<file path="src/verilog/cgs_pkg.sv">
// Constants and carrier types for the clock generator status and
// first output driver control register group.
// Assumes a serial control port front end on the same clock that
// presents a decoded byte address with a write strobe.
//
// Function
// - Status bit 3 shows clock above threshold
// - Status bit 2 shows reference two above threshold
// - Status bit 1 shows reference one above threshold
// - Status bit 0 shows digital lock detect
// - Control bit 7 picks LVDS or CMOS
// - CMOS field acts only in CMOS format
// - Field 6:5 enables none, A, B, both
package cgs_pkg;

	// ----------------------------------------------------------------
	// Register map
	// ----------------------------------------------------------------
	localparam int          ADDR_W         = 10;
	localparam int          DATA_W         = 8;
	localparam logic [9:0]  STATUS_ADDR    = 10'h01F;
	localparam logic [9:0]  OUT_CTRL_ADDR  = 10'h0F0;
	localparam logic [7:0]  UNMAPPED_DATA  = 8'h00;

	// ----------------------------------------------------------------
	// Field positions
	// ----------------------------------------------------------------
	localparam int          ST_CLK_BIT     = 3;
	localparam int          ST_REFERENCE_INPUT_TWO_BIT    = 2;
	localparam int          ST_REFERENCE_INPUT_ONE_BIT    = 1;
	localparam int          ST_LOCK_BIT    = 0;
	localparam int          FMT_BIT        = 7;
	localparam int          CMOS_HI_BIT    = 6;
	localparam int          CMOS_LO_BIT    = 5;

	// ----------------------------------------------------------------
	// Reset values and encodings
	// ----------------------------------------------------------------
	localparam logic [7:0]  OUT_CTRL_RST   = 8'h62;
	localparam logic [7:0]  STATUS_PAD     = 8'h00;
	localparam logic        FMT_LVDS       = 1'h0;
	localparam logic        FMT_CMOS       = 1'h1;
	localparam logic [1:0]  CMOS_NONE      = 2'h0;
	localparam logic [1:0]  CMOS_A_ONLY    = 2'h1;
	localparam logic [1:0]  CMOS_B_ONLY    = 2'h2;
	localparam logic [1:0]  CMOS_BOTH      = 2'h3;

	// ----------------------------------------------------------------
	// Carrier types
	// ----------------------------------------------------------------
	// Live monitor and lock flags, packed in readback order
	typedef struct packed {
		logic clk_above;
		logic reference_input_two_above;
		logic reference_input_one_above;
		logic locked;
	} cgs_status_t;

	// Driver steering for the first output channel
	typedef struct packed {
		logic cmos_sel;
		logic lvds_en;
		logic half_a_en;
		logic half_b_en;
	} cgs_drive_t;

endpackage : cgs_pkg

</file>
<file path="src/verilog/cgs_regs.sv">
// Status readback and first output channel control registers.
// Assumes monitor and lock inputs come from other clock domains and
// the register port and threshold select run on clock_in.
`timescale 1ns/1ns
`default_nettype none

module cgs_regs (
	// Clock and reset
	input  wire logic                    clock_in,
	input  wire logic                    rst_n_in,
	// Register port
	input  wire logic [9:0]              reg_addr_in,
	input  wire logic                    reg_wr_in,
	input  wire logic [7:0]              reg_wdata_in,
	output logic      [7:0]              reg_rdata_out,
	// Monitor inputs, asynchronous
	input  wire logic                    clk_above_in,
	input  wire logic                    reference_input_one_above_lo_in,
	input  wire logic                    reference_input_one_above_hi_in,
	input  wire logic                    reference_input_two_above_lo_in,
	input  wire logic                    reference_input_two_above_hi_in,
	input  wire logic                    pll_locked_in,
	// Threshold select from configuration, same clock
	input  wire logic                    ref_thresh_hi_in,
	// Driver steering
	output var cgs_pkg::cgs_drive_t      drive_out,
	output logic      [7:0]              out_ctrl_out
);

	// ----------------------------------------------------------------
	// Input synchronisers
	// ----------------------------------------------------------------
	logic [5:0] raw_in;
	logic [5:0] sync1_ff;
	logic [5:0] sync2_ff;
	logic [5:0] nxt_sync1;
	logic [5:0] nxt_sync2;

	assign raw_in = {clk_above_in, reference_input_two_above_hi_in, reference_input_two_above_lo_in,
	                 reference_input_one_above_hi_in, reference_input_one_above_lo_in, pll_locked_in};

	// First stage feeds only the second stage
	always_comb begin
		nxt_sync1 = rst_n_in ? raw_in : 6'h00;
		nxt_sync2 = rst_n_in ? sync1_ff : 6'h00;
	end

	always_ff @(posedge clock_in) begin
		sync1_ff <= nxt_sync1;
		sync2_ff <= nxt_sync2;
	end

	// ----------------------------------------------------------------
	// Live status
	// ----------------------------------------------------------------
	cgs_pkg::cgs_status_t status;
	logic [7:0]           status_byte;

	// Threshold select chooses which comparator result is shown
	always_comb begin
		status.clk_above  = sync2_ff[5];
		status.reference_input_two_above = ref_thresh_hi_in ? sync2_ff[4] : sync2_ff[3];
		status.reference_input_one_above = ref_thresh_hi_in ? sync2_ff[2] : sync2_ff[1];
		status.locked     = sync2_ff[0];
		status_byte       = cgs_pkg::STATUS_PAD | {4'h0, status};
	end

	// Readback trails the second synchroniser stage by one edge; the
	// threshold select is taken on the same edge as the address
	clk_flag_read_a: assert property (@(posedge clock_in) disable iff (!rst_n_in)
		reg_addr_in == cgs_pkg::STATUS_ADDR |=> reg_rdata_out[3] == $past(sync2_ff[5]))
		else $error("clock flag readback wrong");

	reference_input_two_flag_read_a: assert property (@(posedge clock_in) disable iff (!rst_n_in)
		reg_addr_in == cgs_pkg::STATUS_ADDR |=> reg_rdata_out[2] ==
		($past(ref_thresh_hi_in) ? $past(sync2_ff[4]) : $past(sync2_ff[3])))
		else $error("reference two flag readback wrong");

	reference_input_one_flag_read_a: assert property (@(posedge clock_in) disable iff (!rst_n_in)
		reg_addr_in == cgs_pkg::STATUS_ADDR |=> reg_rdata_out[1] ==
		($past(ref_thresh_hi_in) ? $past(sync2_ff[2]) : $past(sync2_ff[1])))
		else $error("reference one flag readback wrong");

	// Lock rising at the pin reaches readback three edges later, the cost
	// of the two-stage synchroniser plus the registered read port
	lock_read_a: assert property (@(posedge clock_in) disable iff (!rst_n_in)
		$rose(pll_locked_in) ##0 (pll_locked_in && reg_addr_in == cgs_pkg::STATUS_ADDR) [*3]
		|=> reg_rdata_out[0])
		else $error("lock flag not seen three edges after rise");

	// ----------------------------------------------------------------
	// Control register and readback
	// ----------------------------------------------------------------
	logic [7:0] ctrl_ff;
	logic [7:0] nxt_ctrl;
	logic [7:0] rdata_ff;
	logic [7:0] nxt_rdata;

	// Only the control address is writable
	always_comb begin
		nxt_ctrl = ctrl_ff;
		if (reg_wr_in && reg_addr_in == cgs_pkg::OUT_CTRL_ADDR) begin
			nxt_ctrl = reg_wdata_in;
		end
		if (!rst_n_in) begin
			nxt_ctrl = cgs_pkg::OUT_CTRL_RST;
		end
	end

	// Read data is sampled fresh each cycle, so status trails the pins by only three edges
	always_comb begin
		case (reg_addr_in)
			cgs_pkg::STATUS_ADDR:   nxt_rdata = status_byte;
			cgs_pkg::OUT_CTRL_ADDR: nxt_rdata = ctrl_ff;
			default:                nxt_rdata = cgs_pkg::UNMAPPED_DATA;
		endcase
		if (!rst_n_in) begin
			nxt_rdata = 8'h00;
		end
	end

	always_ff @(posedge clock_in) begin
		ctrl_ff  <= nxt_ctrl;
		rdata_ff <= nxt_rdata;
	end

	assign reg_rdata_out = rdata_ff;
	assign out_ctrl_out  = ctrl_ff;

	// Register port checks: only a control write moves the control byte,
	// and readback shows the byte addressed on the previous edge
	status_write_a: assert property (@(posedge clock_in) disable iff (!rst_n_in)
		reg_wr_in && reg_addr_in == cgs_pkg::STATUS_ADDR |=> $stable(out_ctrl_out))
		else $error("status write changed control");

	ctrl_hold_a: assert property (@(posedge clock_in) disable iff (!rst_n_in)
		!(reg_wr_in && reg_addr_in == cgs_pkg::OUT_CTRL_ADDR) |=> $stable(out_ctrl_out))
		else $error("control changed without a write");

	status_pad_a: assert property (@(posedge clock_in) disable iff (!rst_n_in)
		reg_addr_in == cgs_pkg::STATUS_ADDR |=> reg_rdata_out[7:4] == 4'h0)
		else $error("status upper bits not zero");

	ctrl_read_a: assert property (@(posedge clock_in) disable iff (!rst_n_in)
		reg_addr_in == cgs_pkg::OUT_CTRL_ADDR |=> reg_rdata_out == $past(out_ctrl_out))
		else $error("control readback wrong");

	// ----------------------------------------------------------------
	// Driver decode
	// ----------------------------------------------------------------
	cgs_pkg::cgs_drive_t drive_ff;
	cgs_pkg::cgs_drive_t nxt_drive;
	logic [1:0]          cmos_cfg;

	// Decoding the next control value keeps steering in step with the
	// control byte while it still leaves from a flip-flop, glitch free
	assign cmos_cfg = nxt_ctrl[cgs_pkg::CMOS_HI_BIT:cgs_pkg::CMOS_LO_BIT];

	// Halves stay off in LVDS mode whatever the field holds
	always_comb begin
		nxt_drive.cmos_sel  = nxt_ctrl[cgs_pkg::FMT_BIT];
		nxt_drive.lvds_en   = nxt_ctrl[cgs_pkg::FMT_BIT] == cgs_pkg::FMT_LVDS;
		nxt_drive.half_a_en = 1'b0;
		nxt_drive.half_b_en = 1'b0;
		if (nxt_ctrl[cgs_pkg::FMT_BIT] == cgs_pkg::FMT_CMOS) begin
			case (cmos_cfg)
				cgs_pkg::CMOS_NONE:   nxt_drive.half_a_en = 1'b0;
				cgs_pkg::CMOS_A_ONLY: nxt_drive.half_a_en = 1'b1;
				cgs_pkg::CMOS_B_ONLY: nxt_drive.half_b_en = 1'b1;
				cgs_pkg::CMOS_BOTH: begin
					nxt_drive.half_a_en = 1'b1;
					nxt_drive.half_b_en = 1'b1;
				end
				default:              nxt_drive.half_a_en = 1'b0;
			endcase
		end
	end

	always_ff @(posedge clock_in) begin
		drive_ff <= nxt_drive;
	end

	assign drive_out = drive_ff;

	// Steering checks: reset format, format bit, LVDS gating and the
	// half decode as seen one edge after the write
	format_sel_a: assert property (@(posedge clock_in)
		!rst_n_in |=> !drive_out.cmos_sel && drive_out.lvds_en)
		else $error("format not LVDS after reset");

	cmos_format_a: assert property (@(posedge clock_in) disable iff (!rst_n_in)
		out_ctrl_out[7] |-> drive_out.cmos_sel && !drive_out.lvds_en)
		else $error("format not CMOS with format bit set");

	lvds_halves_off_a: assert property (@(posedge clock_in) disable iff (!rst_n_in)
		drive_out.lvds_en |-> !drive_out.half_a_en && !drive_out.half_b_en)
		else $error("CMOS half driven in LVDS mode");

	cmos_field_a: assert property (@(posedge clock_in) disable iff (!rst_n_in)
		out_ctrl_out[7] |-> drive_out.half_a_en == out_ctrl_out[5]
		&& drive_out.half_b_en == out_ctrl_out[6])
		else $error("CMOS field not applied in CMOS format");

	half_decode_a: assert property (@(posedge clock_in) disable iff (!rst_n_in)
		reg_wr_in && reg_addr_in == cgs_pkg::OUT_CTRL_ADDR && reg_wdata_in[7]
		|=> drive_out.half_a_en == $past(reg_wdata_in[5])
		&& drive_out.half_b_en == $past(reg_wdata_in[6]))
		else $error("half enable decode wrong");

endmodule : cgs_regs

`default_nettype wire

</file>
<file path="config.mk">
export PLATFORM = sky130hd
export DESIGN_NAME = cgs_regs
export DESIGN_NICKNAME = d
export VERILOG_FILES = /design/src/verilog/cgs_pkg.sv /design/src/verilog/cgs_regs.sv
export SDC_FILE = /design/constraint.sdc
export NUM_CORES = 1
export LEC_CHECK = 0
export BUFFER_PORTS_ARGS = -buffer_cell sky130_fd_sc_hd__buf_2
export CAP_MARGIN = 20
export CORE_MARGIN = 5
export CORE_UTILIZATION = 41
export DETAILED_ROUTE_END_ITERATION = 12
export HOLD_SLACK_MARGIN = 0.15
export MAX_ROUTING_LAYER = met4
export PLACE_DENSITY = 0.82
export SYNTH_ARGS = -nofsm -noshare
export SYNTH_HDL_FRONTEND = slang
export SYNTH_SLANG_ARGS = --single-unit
</file>
<file path="constraint.sdc">
create_clock -name clock_in -period 1.5 [get_ports clock_in]
set_input_delay 0.225 -clock clock_in [delete_from_list [all_inputs] [get_ports clock_in]]
set_output_delay 0.225 -clock clock_in [all_outputs]
set_load 0.005 [all_outputs]
</file>
== After elaboration in Yosys (flattened, before gate mapping) ==
Index checks and enable logic that the tools add are counted.

* Register bits after elaboration: 32
* Bits of input ports: 28
* Output and inout port bits: 20
* Word-level logic and storage cells: 25

* Equality and inequality tests: 5
* Muxes and demuxes: 7
* Bitwise logic cells: 1
* Reduce and logical (&&, ||, !) cells: 3

{| class="wikitable"
|+ Operator list
! operator !! number
|-
| $mux W8 || 2
|-
| $pmux W8 S2 || 1
|-
| $eq A10 B5 Y1 const B || 1
|-
| $eq A10 B8 Y1 const B || 1
|-
| $eq A2 B2 Y1 const B || 2
|-
| $mux W1 || 4
|-
| $reduce_or A2 Y1 || 2
|-
| $eq A2 B1 Y1 const B || 1
|-
| $logic_and A1 B1 Y1 || 1
|-
| $not A1 Y1 || 1
|}

== Logic depth before layout (Yosys ltp) ==
Gate-level depths: netlist of the first run.

* Depth in word-level cells: 7
* Gate-level depth with buffers: 4
* Gate-level depth less buffers: 3

== Least setup slack after synthesis of the first run ==
Ideal clock, no wire load.

* Path kind: input -> register
* From: input port reg_addr_in[3]
* To: register drive_ff, in the netlist drive_out[2]
* Setup time: 121 ps
* Arrival time: 1436 ps
* Required time: 1379 ps
* Setup slack: -57 ps
* Stages on the path: 3
* Buffers on the path: 0
* Path through: or4b_4 > nor4_4 > mux2_2

{| class="wikitable"
|+ RTL lines
! element !! line !! RTL
|-
| start, declared || cgs_regs.sv:12 || <nowiki>input wire logic [9:0] reg_addr_in,</nowiki>
|-
| end signal, assigned || cgs_regs.sv:180 || <nowiki>drive_ff <= nxt_drive;</nowiki>
|-
| end, declared || cgs_regs.sv:151 || <nowiki>cgs_pkg::cgs_drive_t drive_ff;</nowiki>
|}

== Worst setup path after layout of the first run ==
* From: input port reg_addr_in[3]
* To: register ctrl_ff[7] (netlist: out_ctrl_out[7])

* Cells in the longest elaborated chain, start to end: 4

{| class="wikitable"
|+ RTL lines
! element !! line !! RTL
|-
| $eq A10 B8 Y1 || cgs_regs.sv:102 || <nowiki>if (reg_wr_in && reg_addr_in == cgs_pkg::OUT_CTRL_ADDR) begin</nowiki>
|-
| $logic_and A1 B1 Y1 || cgs_regs.sv:102 ||
|-
| $mux W8 || cgs_regs.sv:102 ||
|-
| $mux W8 || cgs_regs.sv:105 || <nowiki>if (!rst_n_in) begin</nowiki>
|-
| net nxt_ctrl[7] || cgs_regs.sv:95 || <nowiki>logic [7:0] nxt_ctrl;</nowiki>
|-
| end signal, assigned || cgs_regs.sv:123 || <nowiki>ctrl_ff <= nxt_ctrl;</nowiki>
|-
| end, declared || cgs_regs.sv:94 || <nowiki>logic [7:0] ctrl_ff;</nowiki>
|}

The timed path passes the listed nets, and every way through them passes these cells.
A chain may end at the register's enable or synchronous reset.

==> metrics.md, run 1 <==
| Metric | Value |
|---|---|
| Outcome | `finished, final reports clean` |
| Avg Cell Area, Syn | `11.3 um^2` |
| # clock sinks | `31` |
| Top Ports | `48` |
| CP endpoint kind | `flip-flop` |
| CP max stage cell | `or4b_4` |
| Flops & latches, synth | `31` |
| Synth area leader | `dfxtp_1` |
| CP max FO | `8` |
| Final period utilization | `0.969` |
| Syn_nets | `127` |
| Drt first-iter violations | `3` |
| Layout Nets | `191` |
| Largest net degree at the start of global routing | `33` |
| Post-CTS Resized | `0` |
| Register area share after synthesis | `0.552` |
| CTS tree | `built` |
| Synth top area cells | `dfxtp_1 55%, mux2i_1 11%, and2_1 8.9%` |
| Quantity of I/O buffers inserted on ports | `47` |
| Cell leakage power | `0.689 nW` |
| Longest Clk Path Bufs | `2` |
| Setup ws final | `0.0459 ns` |
| CP startpoint kind | `primary input` |
| Max-slew violation count | `0` |
| Post-Syn Area | `1120 um^2` |
| Tmin final | `1.45 ns` |
| Hold path startpoint | `reg_wdata_in[1]` |
| CP max stage delay | `0.57 ns` |
| Area delta synth->final | `39.1%` |
| Max Clock Freq | `688 MHz` |
| Final instance area | `1560 um^2` |
| Critical Path RT | `1.75 ns` |
| RSZ-0062 raised after global routing | `false` |
| WL final | `2370 um` |
| Share of cells above drive strength 1 | `0.390` |
| Max VDD drop | `0.000687 V` |
| CTS root buf | `clkbuf_4` |
| Vias in the first global route | `942` |
| Worst EP arrival | `1.71 ns` |
| Antenna Nets Post-Route | `0` |
| Register-to-Register Path Depth | `2` |
| Vias per inst | `4.65` |
| Via count | `906` |
| Worst rel slew slack | `0.664` |
| Worst hold path class | `in2reg` |
| Clock transition at path regs | `0.10 ns` |
| Setup violators final | `0` |
| Cells after synthesis | `99` |
| Placeable Area | `2690 um^2` |
| Area of the die | `3890 um^2` |
| # rows | `19` |
| Chip Width | `62.4 um` |
| Register-to-register setup slack | `0.59 ns` |
| Total Routing Usage GR | `0.128` |
| Initial Utilization | `0.418` |
| Drt wl/cell | `12.1 um` |
| Count of cell types in the netlist | `18` |
| Critical path cell sequence | `buf_2, or4b_4, nor4_4, buf_4, mux2i_1` |
| Pre-CTS setup slack | `-0.276 ns` |
| Worst Tran Pin Value | `0.500 ns` |
| Clk_lat worst skew | `0.32 ns` |
| Synth top area share | `0.552` |
| Final hold vios | `0` |
| Congestion Overflow GR | `0` |
| Worst r2r dst | `drive_out[2]$_DFF_P_` |
| Crit path from | `reg_addr_in[3]` |
| TritonCTS Buffers | `5` |
| Final TNS setup | `0 ns` |
| ANT cells | `0` |
| # Post-CTS Setup Buffers | `0` |
| H-tree depth | `2` |
| Clk_skew | `0.00679 ns` |
| First-pass GRT wire length | `3930 um` |
| # DRC | `0` |
| Layout Utilization | `0.582` |
| Hold-fix buffer count after cts | `10` |
| Global placer's final weighted congestion | `0.705` |
| Total power | `1.41 mW` |
| Router iterations before antenna repair | `3` |
| CP Capture Point | `out_ctrl_out[7]$_DFF_P_` |
| DPL Wire Length | `1820 um` |
| Initial antenna violation count | `0` |
| Maximum capacitance violations | `0` |
| Setup CP Type | `in2reg` |
| Die Span Y | `62.4 um` |
| Synth warn | `0` |
| RR Startpoint | `out_ctrl_out[7]$_DFF_P_` |
| Area after DPL | `1410 um^2` |
| P per Cell Area | `905 nW/um^2` |
[registers in the layout (all words and copies together), names as in the netlist]
name	count
sync1_ff	6
reg_rdata_out	8
drive_out	3
out_ctrl_out	8
sync2_ff	6
[worst max-delay path, delay by kind of cell]
family | cells | cell delay [ns]
AND/OR/NAND/NOR | 2 | 0.91
multiplexers | 1 | 0.21
buffers and inverters | 2 | 0.35
[layer usage]
| layer | part of all wire | GRT usage | vias up |
|---|---|---|---|
| li1 | - | - | 463 |
| met1 | 0.40 | 0.135 | 403 |
| met2 | 0.50 | 0.206 | 36 |
| met3 | 0.087 | 0.0685 | 4 |
| met4 | 0.0080 | 0.0398 | 0 |
| met5 | 0 | - | - |
[where the power goes]
part           total, mW  switching (mW)  internal [mW]  leakage [nW]
clock network      0.465           0.286          0.179        0.0272
logic              0.108          0.0432         0.0645         0.409
registers          0.841         0.00322          0.837         0.252
[kinds of logic (layout without fill, tap and decap cells)]
kind of cell,Yosys count,count (layout),share of synthesized area
flops,31,31,0.552
mux,13,13,0.117
simple gates,46,46,0.273
compound gates,4,4,0.0312
buf+inv,5,70,0.0267
[metrics by stage]
stage,hold WS (ns),instances
after global routing,0.169,195
after CTS,0.154,195
final,0.173,195
after global placement,0.414,177
after detailed placement,0.417,177
after floorplan,0.352,99
[Yosys cell counts]
| library cell | instances |
|---|---|
| buf_4 | 1 |
| a22o_1 | 2 |
| nand2_1 | 12 |
| nor4_4 | 2 |
| or4_1 | 1 |
| and2_1 | 16 |
| or4b_4 | 1 |
| mux2i_1 | 12 |
| clkbuf_1 | 3 |
| buf_6 | 1 |
| nand4bb_1 | 2 |
| mux2_2 | 1 |
| dfxtp_1 | 31 |
| nor2b_1 | 6 |
| nor4_1 | 1 |
| nand3_1 | 4 |
| or4bb_1 | 1 |
| o2bb2ai_1 | 2 |
[layout by cell type, fill, tap and decap left out, drive strengths merged, types with 2 or more instances in the layout]
cell type    instances
a22o                 2
and2                16
buf                 52
clkbuf               5
clkinvlp             2
dfxtp               31
dlygate4sd3         10
mux2i               12
nand2               12
nand3                4
nand4bb              2
nor2b                6
nor4                 3
o2bb2ai              2
[layout make-up]
type,count,area [um^2]
Clock buffer,5,37.5
Timing Repair Buffer,62,373
Multi-Input combinational cell,63,473
Fill cell,243,1120
Sequential cell,31,621
Clock inverter,3,20.0
Tap cell,31,38.8
[how the worst min path moves through the flow]
stage / to / slack, ns / depth (start not counted)
finish: out_ctrl_out[1]$_SDFFE_PN1N_ / 0.17 / 3
detailed placement: sync2_ff[1]$_SDFF_PN0_ / 0.42 / 1
CTS: drive_out[0]$_SDFF_PN0_ / 0.15 / 3
floorplan: sync1_ff[0]$_SDFF_PN0_ / 0.35 / 1
global route: out_ctrl_out[1]$_SDFFE_PN1N_ / 0.17 / 3
global placement: sync2_ff[5]$_SDFF_PN0_ / 0.41 / 1
(Power assumes the default switching activity.)
==> inputs of run 2 (changes only) <==
--- a/config.mk
+++ b/config.mk
@@ -5,6 +5,7 @@
 export SDC_FILE = /design/constraint.sdc
 export NUM_CORES = 1
 export LEC_CHECK = 0
+export ABC_AREA = 1
 export BUFFER_PORTS_ARGS = -buffer_cell sky130_fd_sc_hd__buf_2
 export CAP_MARGIN = 20
 export CORE_MARGIN = 5
==> metrics.md, run 2 <==
| Metric | Value |
|---|---|
| Outcome | `finished, final reports clean` |
| # DRC | `0 (unchanged)` |
| Critical path cell sequence | `buf_2` |
| Mux contribution to synthesized area | `0.0182 (-0.0987)` |
| CP bufs+invs | `1 (-1)` |
| Post-Syn Area | `1100 um^2 (-2.3%)` |
| Fraction of registers with async set or reset after synthesis | `0 (unchanged)` |
| Layout Nets | `213 (+12%)` |
| Router iterations before antenna repair | `4 (+1)` |
| Chip Width | `61.7 um (-0.99%)` |
| CP max FO | `3 (-5)` |
| Clk_skew | `0.00137 ns (-0.00541 ns)` |
| Adder-cell area share of the yosys netlist | `0 (unchanged)` |
| Clock transition at path regs | `0.08 ns (-0.02 ns)` |
| Max-slew violation count | `0 (unchanged)` |
| Worst r2r dst | `drive_out[1]$_SDFF_PN0_` |
| Area of the die | `3810 um^2 (-2.0%)` |
| Max VDD drop | `0.000617 V (-10%)` |
| Congestion Overflow GR | `0 (unchanged)` |
| Global placer's final weighted congestion | `0.764 (+8.4%)` |
| Synth top area cells | `dfxtp_1 57%, inv_1 7.5%, nand2_1 6.5%` |
| CP Capture Point | `out_ctrl_out[0]` |
| Crit path from | `out_ctrl_out[0]$_SDFFE_PN0N_` |
| First-pass GRT wire length | `3660 um (-6.7%)` |
| Register-to-register setup slack | `0.70 ns (+0.11 ns)` |
| Share of cells above drive strength 1 | `0.337 (-0.0533)` |
| Via count | `957 (+5.6%)` |
| Cells after synthesis | `129 (+30%)` |
| Quantity of I/O buffers inserted on ports | `47 (unchanged)` |
| DPL Wire Length | `1770 um (-2.3%)` |
| Setup violators final | `0 (unchanged)` |
| Largest net degree at the start of global routing | `29 (-12%)` |
| ANT cells | `0 (unchanged)` |
| Top-count cell post-synth | `dfxtp_1` |
| H-tree depth | `2 (unchanged)` |
| Most frequent cells in the layout | `47 x buf_2, 31 x dfxtp_1, 22 x inv_1, 19 x nand2_1, 15 x nor2_1` |
| Critical Path RT | `1.27 ns (-0.48 ns)` |
| Clk_lat worst skew | `0.32 ns (about the same)` |
| Longest Clk Path Bufs | `2 (unchanged)` |
| Die Span Y | `61.7 um (-0.99%)` |
| Most frequent cells after synthesis | `31 x dfxtp_1, 22 x inv_1, 19 x nand2_1, 15 x nor2_1, 11 x nand3_1` |
| Total Routing Usage GR | `0.138 (+0.00999)` |
| Placeable Area | `2520 um^2 (-6.1%)` |
| Hold slack | `0.156 ns (-0.0173 ns)` |
| Vias in the first global route | `882 (-6.4%)` |
| Drt wl/cell | `11.0 um (-9.4%)` |
| CP startpoint kind | `flip-flop` |
| Final period utilization | `0.698 (-0.272)` |
| Area delta synth->final | `31.9%` |
| Post-synth EDFFs | `0 (unchanged)` |
| Worst hold path class | `in2reg` |
| Syn_nets | `157 (+24%)` |
| CP max stage delay | `0.37 ns (-0.20 ns)` |
| Register area share after synthesis | `0.566 (+0.0132)` |
| CTS root buf | `clkbuf_4` |
| # clock sinks | `31 (unchanged)` |
| Post-CTS Resized | `0 (unchanged)` |
| Register-to-Register Path Depth | `4 (+2)` |
| Synth warn | `0 (unchanged)` |
| Top Ports | `48 (unchanged)` |
| Drt first-iter violations | `28 (+25)` |
| RSZ-0062 raised after global routing | `false` |
| Compound-cell area share of the yosys netlist | `0.0547 (+0.0236)` |
| Largest family of logic cells by synthesized area | `simple AND/OR/NAND/NOR gates` |
| CP max stage cell | `dfxtp_1` |
| Worst EP arrival | `0.82 ns (-0.89 ns)` |
| Worst rel slew slack | `0.695 (+0.0314)` |
| Setup CP Type | `reg2out` |
| Stages on worst setup path | `1 (-4)` |
| # rows | `18 (-1)` |
| Synth area leader | `dfxtp_1` |
| Count of cell types in the netlist | `17 (-1)` |
| TritonCTS Buffers | `5 (unchanged)` |
| Maximum capacitance violations | `0 (unchanged)` |
| Avg Cell Area, Syn | `8.51 um^2 (-25%)` |
| RR Startpoint | `out_ctrl_out[7]$_DFF_P_` |
| Xor and xnor area share after synthesis | `0 (unchanged)` |
| Final hold vios | `0 (unchanged)` |
| Initial antenna violation count | `0 (unchanged)` |
| Worst Tran Pin Value | `0.457 ns (-0.0424 ns)` |
| # Post-CTS Setup Buffers | `0 (unchanged)` |
| Most used DFF post-synth | `dfxtp_1` |
| Cell leakage power | `0.799 nW (+16%)` |
| Vias per inst | `4.47 (-3.7%)` |
| Tmin final | `1.05 ns (-0.408 ns)` |
| Flops & latches, synth | `31 (unchanged)` |
| Commonest non-fill, non-tap cell in the layout | `buf_2` |
| Initial Utilization | `0.435 (+0.0168)` |
| Crit path max-delay family | `flip-flops` |
| Synth top area share | `0.566 (+0.0132)` |
| Max Clock Freq | `956 MHz (+39%)` |
| WL final | `2350 um (-0.59%)` |
| Final TNS setup | `0 ns (unchanged)` |
| Synth Area in Simple Gates | `0.249 (-0.0243)` |
| CP endpoint kind | `output port` |
| Antenna Nets Post-Route | `0 (unchanged)` |
| P per Cell Area | `926 nW/um^2 (+2.4%)` |
| CTS tree | `built` |
==> run 2: worst min path at each step <==
stage	startpoint	end	slack, ns	depth (start not counted)
after floorplan	pll_locked_in	sync1_ff[0]$_SDFF_PN0_	0.32	2
after global placement	sync1_ff[1]$_SDFF_PN0_	sync2_ff[1]$_SDFF_PN0_	0.39	2
after global routing	reg_wdata_in[0]	out_ctrl_out[0]$_SDFFE_PN0N_	0.17	3
final	reg_wdata_in[4]	out_ctrl_out[4]$_SDFFE_PN0N_	0.16	3
after detailed placement	sync1_ff[4]$_SDFF_PN0_	sync2_ff[4]$_SDFF_PN0_	0.40	2
after CTS	reg_wdata_in[0]	out_ctrl_out[0]$_SDFFE_PN0N_	0.15	3
==> run 2: worst register-to-register path, delay by kind of cell, from the launching register on <==
| family | cells | cell delay, ns |
|---|---|---|
| buffers and inverters | 1 | 0.08 |
| DFF | 1 | 0.36 |
| and+or+nand+nor | 3 | 0.31 |
==> run 2: per-layer routing <==
| metal | wire length [um] | share of wire | up-vias | global-route usage |
|---|---|---|---|---|
| li1 | - | - | 504 | - |
| met1 | 986 | 0.42 | 407 | 0.157 |
| met2 | 1030 | 0.44 | 41 | 0.209 |
| met3 | 307 | 0.13 | 5 | 0.0723 |
| met4 | 26 | 0.011 | 0 | 0.0455 |
| met5 | 0 | 0 | - | - |
==> run 2: kinds of logic after synthesis <==
group           after synthesis
compound gates               12
flops                        31
buf+inv                      28
simple gates                 56
mux                           2
==> run 2: metrics by stage <==
step | setup slack, ns | total power [mW] | area, um^2 | utilization | instances
5_1_grt | 0.391 | 1.42 | 1450 | 0.574 | 214
6_report | 0.453 | 1.34 | 1450 | 0.574 | 214
2_1_floorplan | 0.520 | 0.899 | 1100 | - | 129
3_5_place_dp | 0.138 | 0.942 | 1340 | 0.530 | 201
4_1_cts | 0.439 | 1.36 | 1450 | 0.574 | 214
3_3_place_gp | 0.215 | 0.939 | 1340 | 0.530 | 201
==> run 2: what timing repair did <==
action	in CTS	in global routing
hold endpoints to repair	7	0
hold buffers	7	0
endpoints found under the setup margin	0	0
==> run 2: final cells by class <==
cell class	count	area, um^2
tap	30	37.5
multi-input combinational	70	353
clock buffer	6	41.3
inverter	22	82.6
fill	269	1070
sequential	31	621
timing repair buffer	55	313
==> run 2: power by group <==
| group | switching, mW | leakage, nW | internal, mW | total [mW] |
|---|---|---|---|---|
| sequential | 0.00347 | 0.252 | 0.837 | 0.841 |
| clock | 0.238 | 0.0242 | 0.166 | 0.405 |
| combinational | 0.0463 | 0.522 | 0.0492 | 0.0955 |
| total | 0.288 | 0.799 | 1.05 | 1.34 |
